File: config.mk
export PLATFORM = sky130hd
export DESIGN_NAME = fpdc_ctrl
export DESIGN_NICKNAME = d
export VERILOG_FILES = /design/src/design/fpdc_ctrl.v /design/src/design/fpdc_timer.v
export VERILOG_INCLUDE_DIRS = /design/src /design/src/design
export SDC_FILE = /design/constraint.sdc
export NUM_CORES = 1
export LEC_CHECK = 0
export ABC_AREA = 1
export BUFFER_PORTS_ARGS = -buffer_cell sky130_fd_sc_hd__buf_4
export CAP_MARGIN = 10
export CORE_UTILIZATION = 59
export DETAILED_ROUTE_END_ITERATION = 7
export HOLD_SLACK_MARGIN = 0.02
export PLACE_DENSITY = 0.84
export SYNTH_ARGS = -nofsm -noshare
export SYNTH_HDL_FRONTEND = slang
export SYNTH_SLANG_ARGS = --single-unit
File: constraint.sdc
create_clock -name clk -period 10.73 [get_ports clk]
set_input_delay 3.219 -clock clk [delete_from_list [all_inputs] [get_ports clk]]
set_output_delay 3.219 -clock clk [all_outputs]
set_load 0.005 [all_outputs]
File: src/design/fpdc_map.vh
// timing and geometry constants for the fast page dram controller
`ifndef FPDC_MAP_VH
`define FPDC_MAP_VH
// clock rate
`define FPDC_CLK_MHZ        20
`define FPDC_CLK_NS         50
// times in ns as printed (slowest grade unless noted)
`define FPDC_T_RC_NS        150
`define FPDC_T_PC_NS        45
`define FPDC_T_RAS_MIN_NS   80
`define FPDC_T_RASP_MAX_NS  100000
`define FPDC_T_RP_NS        60
`define FPDC_T_CP_NS        10
`define FPDC_T_RCD_NS       20
`define FPDC_T_CSR_NS       10
`define FPDC_T_CHR_NS       15
`define FPDC_T_WP_NS        15
`define FPDC_T_RWL_NS       20
`define FPDC_T_RAC_NS       80
`define FPDC_T_CAS_NS       20
// times in us / ms
`define FPDC_T_PWRUP_US     100
`define FPDC_T_REF_MS       8
`define FPDC_T_BBU_US       125
`define FPDC_T_BBU_RAS_US   1
// derived cycle counts: minimums round up, maximums round down
`define FPDC_CYC_MIN(ns)    (((ns) + `FPDC_CLK_NS - 1) / `FPDC_CLK_NS)
`define FPDC_CYC_MAX(ns)    ((ns) / `FPDC_CLK_NS)
`define FPDC_N_RC           `FPDC_CYC_MIN(`FPDC_T_RC_NS)
`define FPDC_N_RAS          `FPDC_CYC_MIN(`FPDC_T_RAS_MIN_NS)
`define FPDC_N_RP           `FPDC_CYC_MIN(`FPDC_T_RP_NS)
`define FPDC_N_CP           `FPDC_CYC_MIN(`FPDC_T_CP_NS)
`define FPDC_N_RCD          `FPDC_CYC_MIN(`FPDC_T_RCD_NS)
`define FPDC_N_CSR          `FPDC_CYC_MIN(`FPDC_T_CSR_NS)
`define FPDC_N_CHR          `FPDC_CYC_MIN(`FPDC_T_CHR_NS)
`define FPDC_N_CAS          `FPDC_CYC_MIN(`FPDC_T_CAS_NS)
`define FPDC_N_RAC          `FPDC_CYC_MIN(`FPDC_T_RAC_NS)
`define FPDC_N_RASP         `FPDC_CYC_MAX(`FPDC_T_RASP_MAX_NS)
`define FPDC_N_PWRUP        (`FPDC_T_PWRUP_US * `FPDC_CLK_MHZ)
`define FPDC_N_REF_INT      (`FPDC_T_REF_MS * 1000 * `FPDC_CLK_MHZ / 512)
`define FPDC_N_BBU          (`FPDC_T_BBU_US * `FPDC_CLK_MHZ)
`define FPDC_N_BBU_RAS      (`FPDC_T_BBU_RAS_US * `FPDC_CLK_MHZ)
`define FPDC_WAKE_CYCLES    8
`define FPDC_ROWS           512
`endif

File: src/design/fpdc_ctrl.v
// host controller driving a 512k x 40 fast page dram module
`timescale 1ns/1ps
`include "fpdc_map.vh"
module fpdc_ctrl #(
   parameter PWRUP_CYC = `FPDC_N_PWRUP,
   parameter REF_CYC   = `FPDC_N_REF_INT,
   parameter BBU_CYC   = `FPDC_N_BBU,
   parameter DW        = 40
) (
   // clock and reset
   input  wire          clk,
   input  wire          resetn,
   // user request side
   input  wire          req_valid,
   input  wire          req_write,
   input  wire [17:0]   req_addr,
   input  wire [DW-1:0] req_wdata,
   input  wire          req_bank,
   input  wire [1:0]    req_lanes,
   input  wire          battery_mode,
   output reg           req_ready,
   output reg           rsp_valid,
   output reg  [DW-1:0] rsp_rdata,
   output reg           init_done,
   // dram pins
   output reg           row_strobe_bank0_n,
   output reg           row_strobe_bank1_n,
   output reg           column_strobe_lane0_n,
   output reg           column_strobe_lane1_n,
   output reg           write_enable_n,
   output reg           output_enable_n,
   output reg  [8:0]    multiplexed_address,
   output reg  [DW-1:0] data_lines_out,
   output reg           data_lines_oe,
   input  wire [DW-1:0] data_lines_in
);
   // states
   localparam S_PWRUP = 4'h0, S_IDLE = 4'h1, S_RCD = 4'h2, S_CAS = 4'h3;
   localparam S_CP = 4'h4, S_CSR = 4'h6, S_CBR = 4'h7, S_RP = 4'h8;
   localparam TW = 21;
   localparam [TW-1:0] T_RCD = `FPDC_N_RCD, T_CAS = `FPDC_N_CAS, T_CP = `FPDC_N_CP;
   localparam [TW-1:0] T_RP = `FPDC_N_RP, T_CSR = `FPDC_N_CSR, T_RAS = `FPDC_N_RAS;
   localparam [3:0]    T_WAKE = `FPDC_WAKE_CYCLES;   // waits above cut to timer width
   // reset release through two flops
   reg rst_m_r, rst_n_r;
   always @(posedge clk or negedge resetn) begin
      if (!resetn) begin
         rst_m_r <= 1'b0;
         rst_n_r <= 1'b0;
      end else begin
         rst_m_r <= 1'b1;
         rst_n_r <= rst_m_r;
      end
   end

   // read data pins synchronised before use
   reg [DW-1:0] din_m_r, din_s_r;
   always @(posedge clk) begin
      din_m_r <= data_lines_in;
      din_s_r <= din_m_r;
   end
   reg [3:0]    st_r;          // controller state
   reg [8:0]    open_row_r;    // row held open in page mode
   reg          open_bank_r;   // bank whose row strobe is low
   reg          wr_r;          // current column access is a write
   reg [1:0]    lanes_r;       // lanes strobed this access
   reg [DW-1:0] wdata_r;       // write data held on pins
   reg [TW-1:0] ras_cnt_r;     // cycles row strobe has been low
   reg [TW-1:0] ref_cnt_r;     // refresh interval timer
   reg          ref_pend_r;    // a refresh row cycle is owed
   reg [3:0]    wake_r;        // wake-up row cycles left
   reg          t_load;        // start the shared wait timer
   reg [TW-1:0] t_val;         // wait length
   wire         t_done;        // wait elapsed

   fpdc_timer #(.W(TW)) u_tmr (
      .clk   (clk),
      .rst_n (rst_n_r),
      .load  (t_load),
      .value (t_val),
      .done  (t_done)
   );
   wire [TW-1:0] ref_period = battery_mode ? BBU_CYC[TW-1:0] : REF_CYC[TW-1:0];
   wire ras_low   = ~row_strobe_bank0_n | ~row_strobe_bank1_n;
   wire ras_minok = ras_cnt_r >= `FPDC_N_RAS;
   // leave page before the long limit, leaving room for one more column cycle
   wire ras_late  = ras_cnt_r >= (`FPDC_N_RASP - 8);
   wire same_page = req_valid & (req_addr[17:9] == open_row_r)
                    & (req_bank == open_bank_r);

   // refresh interval timer; a late refresh is owed, not dropped
   always @(posedge clk or negedge rst_n_r) begin
      if (!rst_n_r) begin
         ref_cnt_r  <= {TW{1'b0}};
         ref_pend_r <= 1'b0;
      end else begin
         if (ref_cnt_r >= ref_period) begin
            ref_cnt_r  <= {TW{1'b0}};
            ref_pend_r <= 1'b1;
         end else begin
            ref_cnt_r <= ref_cnt_r + {{(TW-1){1'b0}}, 1'b1};
            if (st_r == S_CBR && t_done && ras_minok)
               ref_pend_r <= 1'b0;
         end
      end
   end
   // row strobe low-time counter
   always @(posedge clk or negedge rst_n_r) begin
      if (!rst_n_r)
         ras_cnt_r <= {TW{1'b0}};
      else if (ras_low)
         ras_cnt_r <= ras_cnt_r + {{(TW-1){1'b0}}, 1'b1};
      else
         ras_cnt_r <= {TW{1'b0}};
   end
   // main sequencer; every pin comes straight from a flop
   always @(posedge clk or negedge rst_n_r) begin
      if (!rst_n_r) begin
         st_r                  <= S_PWRUP;
         row_strobe_bank0_n    <= 1'b1;
         row_strobe_bank1_n    <= 1'b1;
         column_strobe_lane0_n <= 1'b1;
         column_strobe_lane1_n <= 1'b1;
         write_enable_n        <= 1'b1;
         output_enable_n       <= 1'b1;
         multiplexed_address   <= 9'h000;
         data_lines_out        <= {DW{1'b0}};
         data_lines_oe         <= 1'b0;
         req_ready             <= 1'b0;
         rsp_valid             <= 1'b0;
         rsp_rdata             <= {DW{1'b0}};
         init_done             <= 1'b0;
         open_row_r            <= 9'h000;
         open_bank_r           <= 1'b0;
         wr_r                  <= 1'b0;
         lanes_r               <= 2'h0;
         wdata_r               <= {DW{1'b0}};
         wake_r                <= 4'h0;
         t_load                <= 1'b1;
         t_val                 <= PWRUP_CYC[TW-1:0];
      end else begin
         t_load    <= 1'b0;
         rsp_valid <= 1'b0;
         req_ready <= 1'b0;
         case (st_r)
            S_PWRUP: begin
               // wait, then eight column-before-row wake cycles
               if (t_done && !t_load) begin
                  wake_r <= T_WAKE;
                  st_r   <= S_CSR;
                  column_strobe_lane0_n <= 1'b0;
                  column_strobe_lane1_n <= 1'b0;
                  t_load <= 1'b1;
                  t_val  <= T_CSR;
               end
            end
            S_IDLE: begin
               // standby: both strobes high; refresh never hides behind a read
               if (ref_pend_r && !ras_low) begin
                  st_r <= S_CSR;
                  column_strobe_lane0_n <= 1'b0;
                  column_strobe_lane1_n <= 1'b0;
                  t_load <= 1'b1;
                  t_val  <= T_CSR;
               end else if (req_valid && !ref_pend_r && !battery_mode && t_done) begin
                  // open row: address and row strobe change on the same edge
                  multiplexed_address <= req_addr[17:9];
                  open_row_r          <= req_addr[17:9];
                  open_bank_r         <= req_bank;
                  row_strobe_bank0_n  <= req_bank;
                  row_strobe_bank1_n  <= ~req_bank;
                  st_r   <= S_RCD;
                  t_load <= 1'b1;
                  t_val  <= T_RCD;
               end
            end
            S_RCD: begin
               // row to column delay, then start a column access
               write_enable_n <= ~(req_valid & req_write);
               if (t_done && !t_load && req_valid) begin
                  multiplexed_address <= req_addr[8:0];
                  wr_r    <= req_write;
                  lanes_r <= req_lanes;
                  wdata_r <= req_wdata;
                  data_lines_out <= req_wdata;
                  data_lines_oe  <= req_write;
                  // enable already fell two cycles ahead, so outputs stay open
                  write_enable_n  <= ~req_write;
                  output_enable_n <= req_write;
                  column_strobe_lane0_n <= ~req_lanes[0];
                  column_strobe_lane1_n <= ~req_lanes[1];
                  req_ready <= 1'b1;
                  st_r   <= S_CAS;
                  t_load <= 1'b1;
                  t_val  <= T_CAS;
               end
            end
            S_CAS: begin
               // column strobe low; hold write enable long enough before rise
               if (t_done && !t_load && ras_minok) begin
                  if (!wr_r)
                     rsp_rdata <= din_s_r;
                  rsp_valid <= ~wr_r;
                  column_strobe_lane0_n <= 1'b1;
                  column_strobe_lane1_n <= 1'b1;
                  st_r   <= S_CP;
                  t_load <= 1'b1;
                  t_val  <= T_CP;
               end
            end
            S_CP: begin
               // column precharge; stay in page or close the row
               write_enable_n  <= 1'b1;
               output_enable_n <= 1'b1;
               data_lines_oe   <= 1'b0;
               if (t_done && !t_load) begin
                  if (same_page && !ref_pend_r && !ras_late) begin
                     st_r <= S_RCD;
                     t_load <= 1'b1;
                     t_val  <= {{(TW-1){1'b0}}, 1'b1};
                  end else begin
                     row_strobe_bank0_n <= 1'b1;
                     row_strobe_bank1_n <= 1'b1;
                     st_r   <= S_RP;
                     t_load <= 1'b1;
                     t_val  <= T_RP;
                  end
               end
            end
            S_CSR: begin
               // column strobes low ahead of row strobe fall
               if (t_done && !t_load) begin
                  row_strobe_bank0_n <= 1'b0;
                  row_strobe_bank1_n <= 1'b0;
                  st_r   <= S_CBR;
                  t_load <= 1'b1;
                  t_val  <= T_RAS;
               end
            end
            S_CBR: begin
               // row strobe low at least min, well under 1us
               if (t_done && !t_load && ras_minok) begin
                  row_strobe_bank0_n    <= 1'b1;
                  row_strobe_bank1_n    <= 1'b1;
                  column_strobe_lane0_n <= 1'b1;
                  column_strobe_lane1_n <= 1'b1;
                  if (wake_r != 4'h0)
                     wake_r <= wake_r - 4'h1;
                  st_r   <= S_RP;
                  t_load <= 1'b1;
                  t_val  <= T_RP;
               end
            end
            S_RP: begin
               // row precharge, cycle time kept by rp plus ras min
               if (t_done && !t_load) begin
                  if (wake_r != 4'h0) begin
                     st_r <= S_CSR;
                     column_strobe_lane0_n <= 1'b0;
                     column_strobe_lane1_n <= 1'b0;
                     t_load <= 1'b1;
                     t_val  <= T_CSR;
                  end else begin
                     init_done <= 1'b1;
                     st_r <= S_IDLE;
                  end
               end
            end
            default: st_r <= S_IDLE;
         endcase
      end
   end
endmodule

File: src/design/fpdc_timer.v
// down-counter that marks when a programmed wait has elapsed
`timescale 1ns/1ps
module fpdc_timer #(
   parameter W = 12
) (
   // clock and reset
   input  wire         clk,
   input  wire         rst_n,
   // control
   input  wire         load,
   input  wire [W-1:0] value,
   // status
   output wire         done
);
   reg [W-1:0] cnt_r;   // cycles still to wait

   // load wins over counting so a new wait starts cleanly
   always @(posedge clk or negedge rst_n) begin
      if (!rst_n) begin
         cnt_r <= {W{1'b0}};
      end else if (load) begin
         cnt_r <= value;
      end else if (cnt_r != {W{1'b0}}) begin
         cnt_r <= cnt_r - {{(W-1){1'b0}}, 1'b1};
      end
   end

   assign done = (cnt_r == {W{1'b0}}) & ~load;
endmodule

==> results.yml <==
die:
  die_width_um: 136
  pin_count: 205
  initial_core_util_pct: 60.8
  die-area_mm2: 0.0185
  coreArea_mm2: 0.0174
  die_h_um: 136
  rows: 48
global_routing:
  grt_first_pass_wirelength_um: 38300
  grt_max_degree: 82
  grt_pass1_vias: 8154
  overflow: 0
  antenna_found_initial: 0
  grt_use_total_pct: 25.8
pwr:
  combPwrFrac_pct: 2.5
  p_total_w: 0.00207
  peakVddDrop_uv: 146
  power.switching_w: 0.000417
  power_frac_clock_pct: 47.5
  p_int_w: 0.00165
  p_leak_nw: 7.16
  p_seq_share_pct: 50.0
  switching_share_pct: 20.2
  p_per_area_mw_per_mm2: 156
routing:
  finalWirelength_um: 23900
  vias_per_cell: 5.10
  wl_met2_um: 12100
  route.detailed.drc: 0
  wl_met3_um: 1340
  vias: 8463
  wl_per_cell_um: 14.4
  drt_iter0_markers: 446
  drt-met1-wl_um: 9790
  top_layer: "met4"
  drt_pass1_iterations: 5
  postRouteAntennaNets: 0
worst_setup_path:
  crit_slowest_cell: "nand4_1"
  worstRegToRegCells: 13
  crit_fanout: 14
  cp-end-kind: "flip-flop"
  path_class: "primary input to flip-flop"
  path_buf_inv: 2
  critical-path-max-stage-delay_ps: 490
  reg2reg_slack_ps: 7800
  crit_cells: 8
  critPathLaunchType: "primary input"
  path_delay_family: "compound AO/OA/AOI/OAI gates"
  cp.arrival_ps: 5000
  crit_required_ps: 11140
  crit_chain: "buf_4 -> inv_1 -> ha_1 -> a21oi_1 -> o21ai_0 -> a31oi_1 -> nand4_1 -> o21bai_1"
finish:
  nets: 1534
  ff_latch_area_mm2: 0.00632
  antenna_cells: 0
  areaGrowthSynthToFinish_pct: 25.1
  finalNonFillerCells: 1660
  fin_area_mm2: 0.0133
  multi_input_area_mm2: 0.00369
  fill_cells: 1223
  drive_gt1_share_pct: 21.6
sta:
  rsz0062_at_grt: "false"
  max_slew_margin_pct: 32.9
  slew_violations: 0
  fmax_mhz: 218
  setup_tns_ps: 0
  fin_crit_ps: 4590
  setup_slack_ps: 6140
  final_hold_viol_count: 0
  post-route-period-util_pct: 42.7
  tightest_slew_ps: 1010
  setup_viol: 0
  fin_skew_ps: 15.8
yosys:
  synth_top_cell_by_area: "dfrtp_1"
  synth_common_cells: "nand2_1, dfrtp_1, nor2_1"
  syn-mean-instance-area_um2: 8.85
  ys_seq_area_share_pct: 59.6
  ys_dominant_reg_cell: "dfrtp_1"
  yosysTopAreaCellShare_pct: 42.5
  synthCells: 1197
  synth_most_common_cell: "nand2_1"
  synth_top_cells_by_area: "dfrtp_1, dfxtp_1, nand2_1, nor2_1, inv_1"
  synth_cell_types: 44
  synth_edf_count: 0
  synth_seq_cells: 268
  async_reset_ff_share_pct: 70.1
  ys_warn_count: 0
  synth_area_mm2: 0.0106
clock_tree:
  ctsHoldBuffers: 0
  cts_tree: "yes"
  cts_root_buf: "clkbuf_16"
  cts_setup_buffers: 0
  clock_path_buffers: 3
  clk_latency_ps: 530
  cts_buffers: 27
  clk_pin_slew_ps: 70
  cts_resized: 0
  cts_max_level: 1
  cts.sinks: 268
placed_design:
  dp.cells: 1610
  dp_hpwl_um: 16400
  io_buffers: 204
  place_ws_ps: 5570
  place.gp.congestion: 0.907
  postPlaceCellArea_mm2: 0.0123
hold_path:
  hold_class: "flip-flop to async pin"
run:
  max_cap_violations: 0
run_status:
  status: "finished clean"
## power by group through the flow
| stage | clock, W | combinational [W] | sequential [W] |
|---|---|---|---|
| 3_5_place_dp | 0 | 0.0000521 | 0.00105 |
| 5_1_grt | 0.00104 | 0.0000578 | 0.00103 |
| 4_1_cts | 0.000998 | 0.0000526 | 0.00103 |
| 2_1_floorplan | 0 | 0.00000819 | 0.00106 |
| 6_report | 0.000982 | 0.0000517 | 0.00103 |
| 3_3_place_gp | 0 | 0.0000510 | 0.00105 |
## path summary, 6_finish.rpt
| kind | endpoint | from |
|---|---|---|
| setup reg to reg | data_lines_oe$_DFFE_PN0P_ | u_tmr.cnt_r[0]$_DFFE_PN0P_ |
| setup / recovery | ref_pend_r$_DFFE_PN0P_ | battery_mode |
| hold reg to reg | ref_cnt_r[20]$_DFF_PN0_ | rst_n_r$_DFF_PN0_ |
| min in group clk | din_s_r[39]$_DFF_P_ | din_m_r[39]$_DFF_P_ |
| max in group asynchronous | rst_n_r$_DFF_PN0_ | resetn |
| hold / removal | ref_cnt_r[20]$_DFF_PN0_ | rst_n_r$_DFF_PN0_ |
## stage by stage
stage	utilization, %	hold slack, ps
final	76.1	322
after CTS	76.1	325
after global routing	76.1	328
after floorplan	-	310
after detailed placement	70.5	312
after global placement	70.5	310
## worst register-to-register path: cells and delay by family, from the launching register on
family / cells / cell delay [ps]
fa+ha+maj: 1 / 150
buf+inv: 4 / 850
simple gates: 7 / 1330
flops: 1 / 400
compound gates: 1 / 70
## state kept, by name, summed over array words and instances (netlist names), 4 cells and up
| register | count |
|---|---|
| data_lines_out | 40 |
| din_m_r | 40 |
| din_s_r | 40 |
| rsp_rdata | 40 |
| ras_cnt_r | 21 |
| ref_cnt_r | 21 |
| u_tmr.cnt_r | 21 |
| multiplexed_address | 9 |
| open_row_r | 9 |
| st_r | 4 |
| wake_r | 4 |
## cells in the final DEF, fill, tap and decap left out, drive strengths merged, types with 5 or more instances in the layout
| cell type | n |
|---|---|
| nor4 | 6 |
| clkbuf | 40 |
| a21oi | 22 |
| conb | 9 |
| o21ai | 64 |
| ha | 14 |
| xnor2 | 10 |
| nand4 | 13 |
| nor2 | 126 |
| buf | 207 |
| nand2 | 427 |
| xor2 | 13 |
| clkinv | 5 |
| dfxtp | 80 |
| nand3 | 41 |
| inv | 114 |
| dfstp | 8 |
| dfrtp | 180 |
| nor3 | 33 |
## routing by layer
metal | GRT usage (%) | vias to the layer above
met3 | 4.81 | 54
met2 | 44.6 | 257
met1 | 32.6 | 3990
met5 | 0 | -
met4 | 8.21 | 0
li1 | - | 4162
## logic make-up after synthesis
family	Yosys count	share of synthesized area (%)
simple gates	652	25.8
flops	268	59.6
buf+inv	140	5.75
fa+ha+maj	14	1.65
compound gates	98	5.24
xor+xnor	23	1.90
other cells	2	0.0709
## area by class of cell
type / count / area share (%)
Inverter: 114 / 3.25
Clock buffer: 40 / 6.39
Clock inverter: 10 / 0.925
Timing Repair Buffer: 207 / 11.7
Multi-Input combinational cell: 796 / 27.9
Tap cell: 225 / 2.12
Sequential cell: 268 / 47.7
Power figures use the tool's default switching activity.
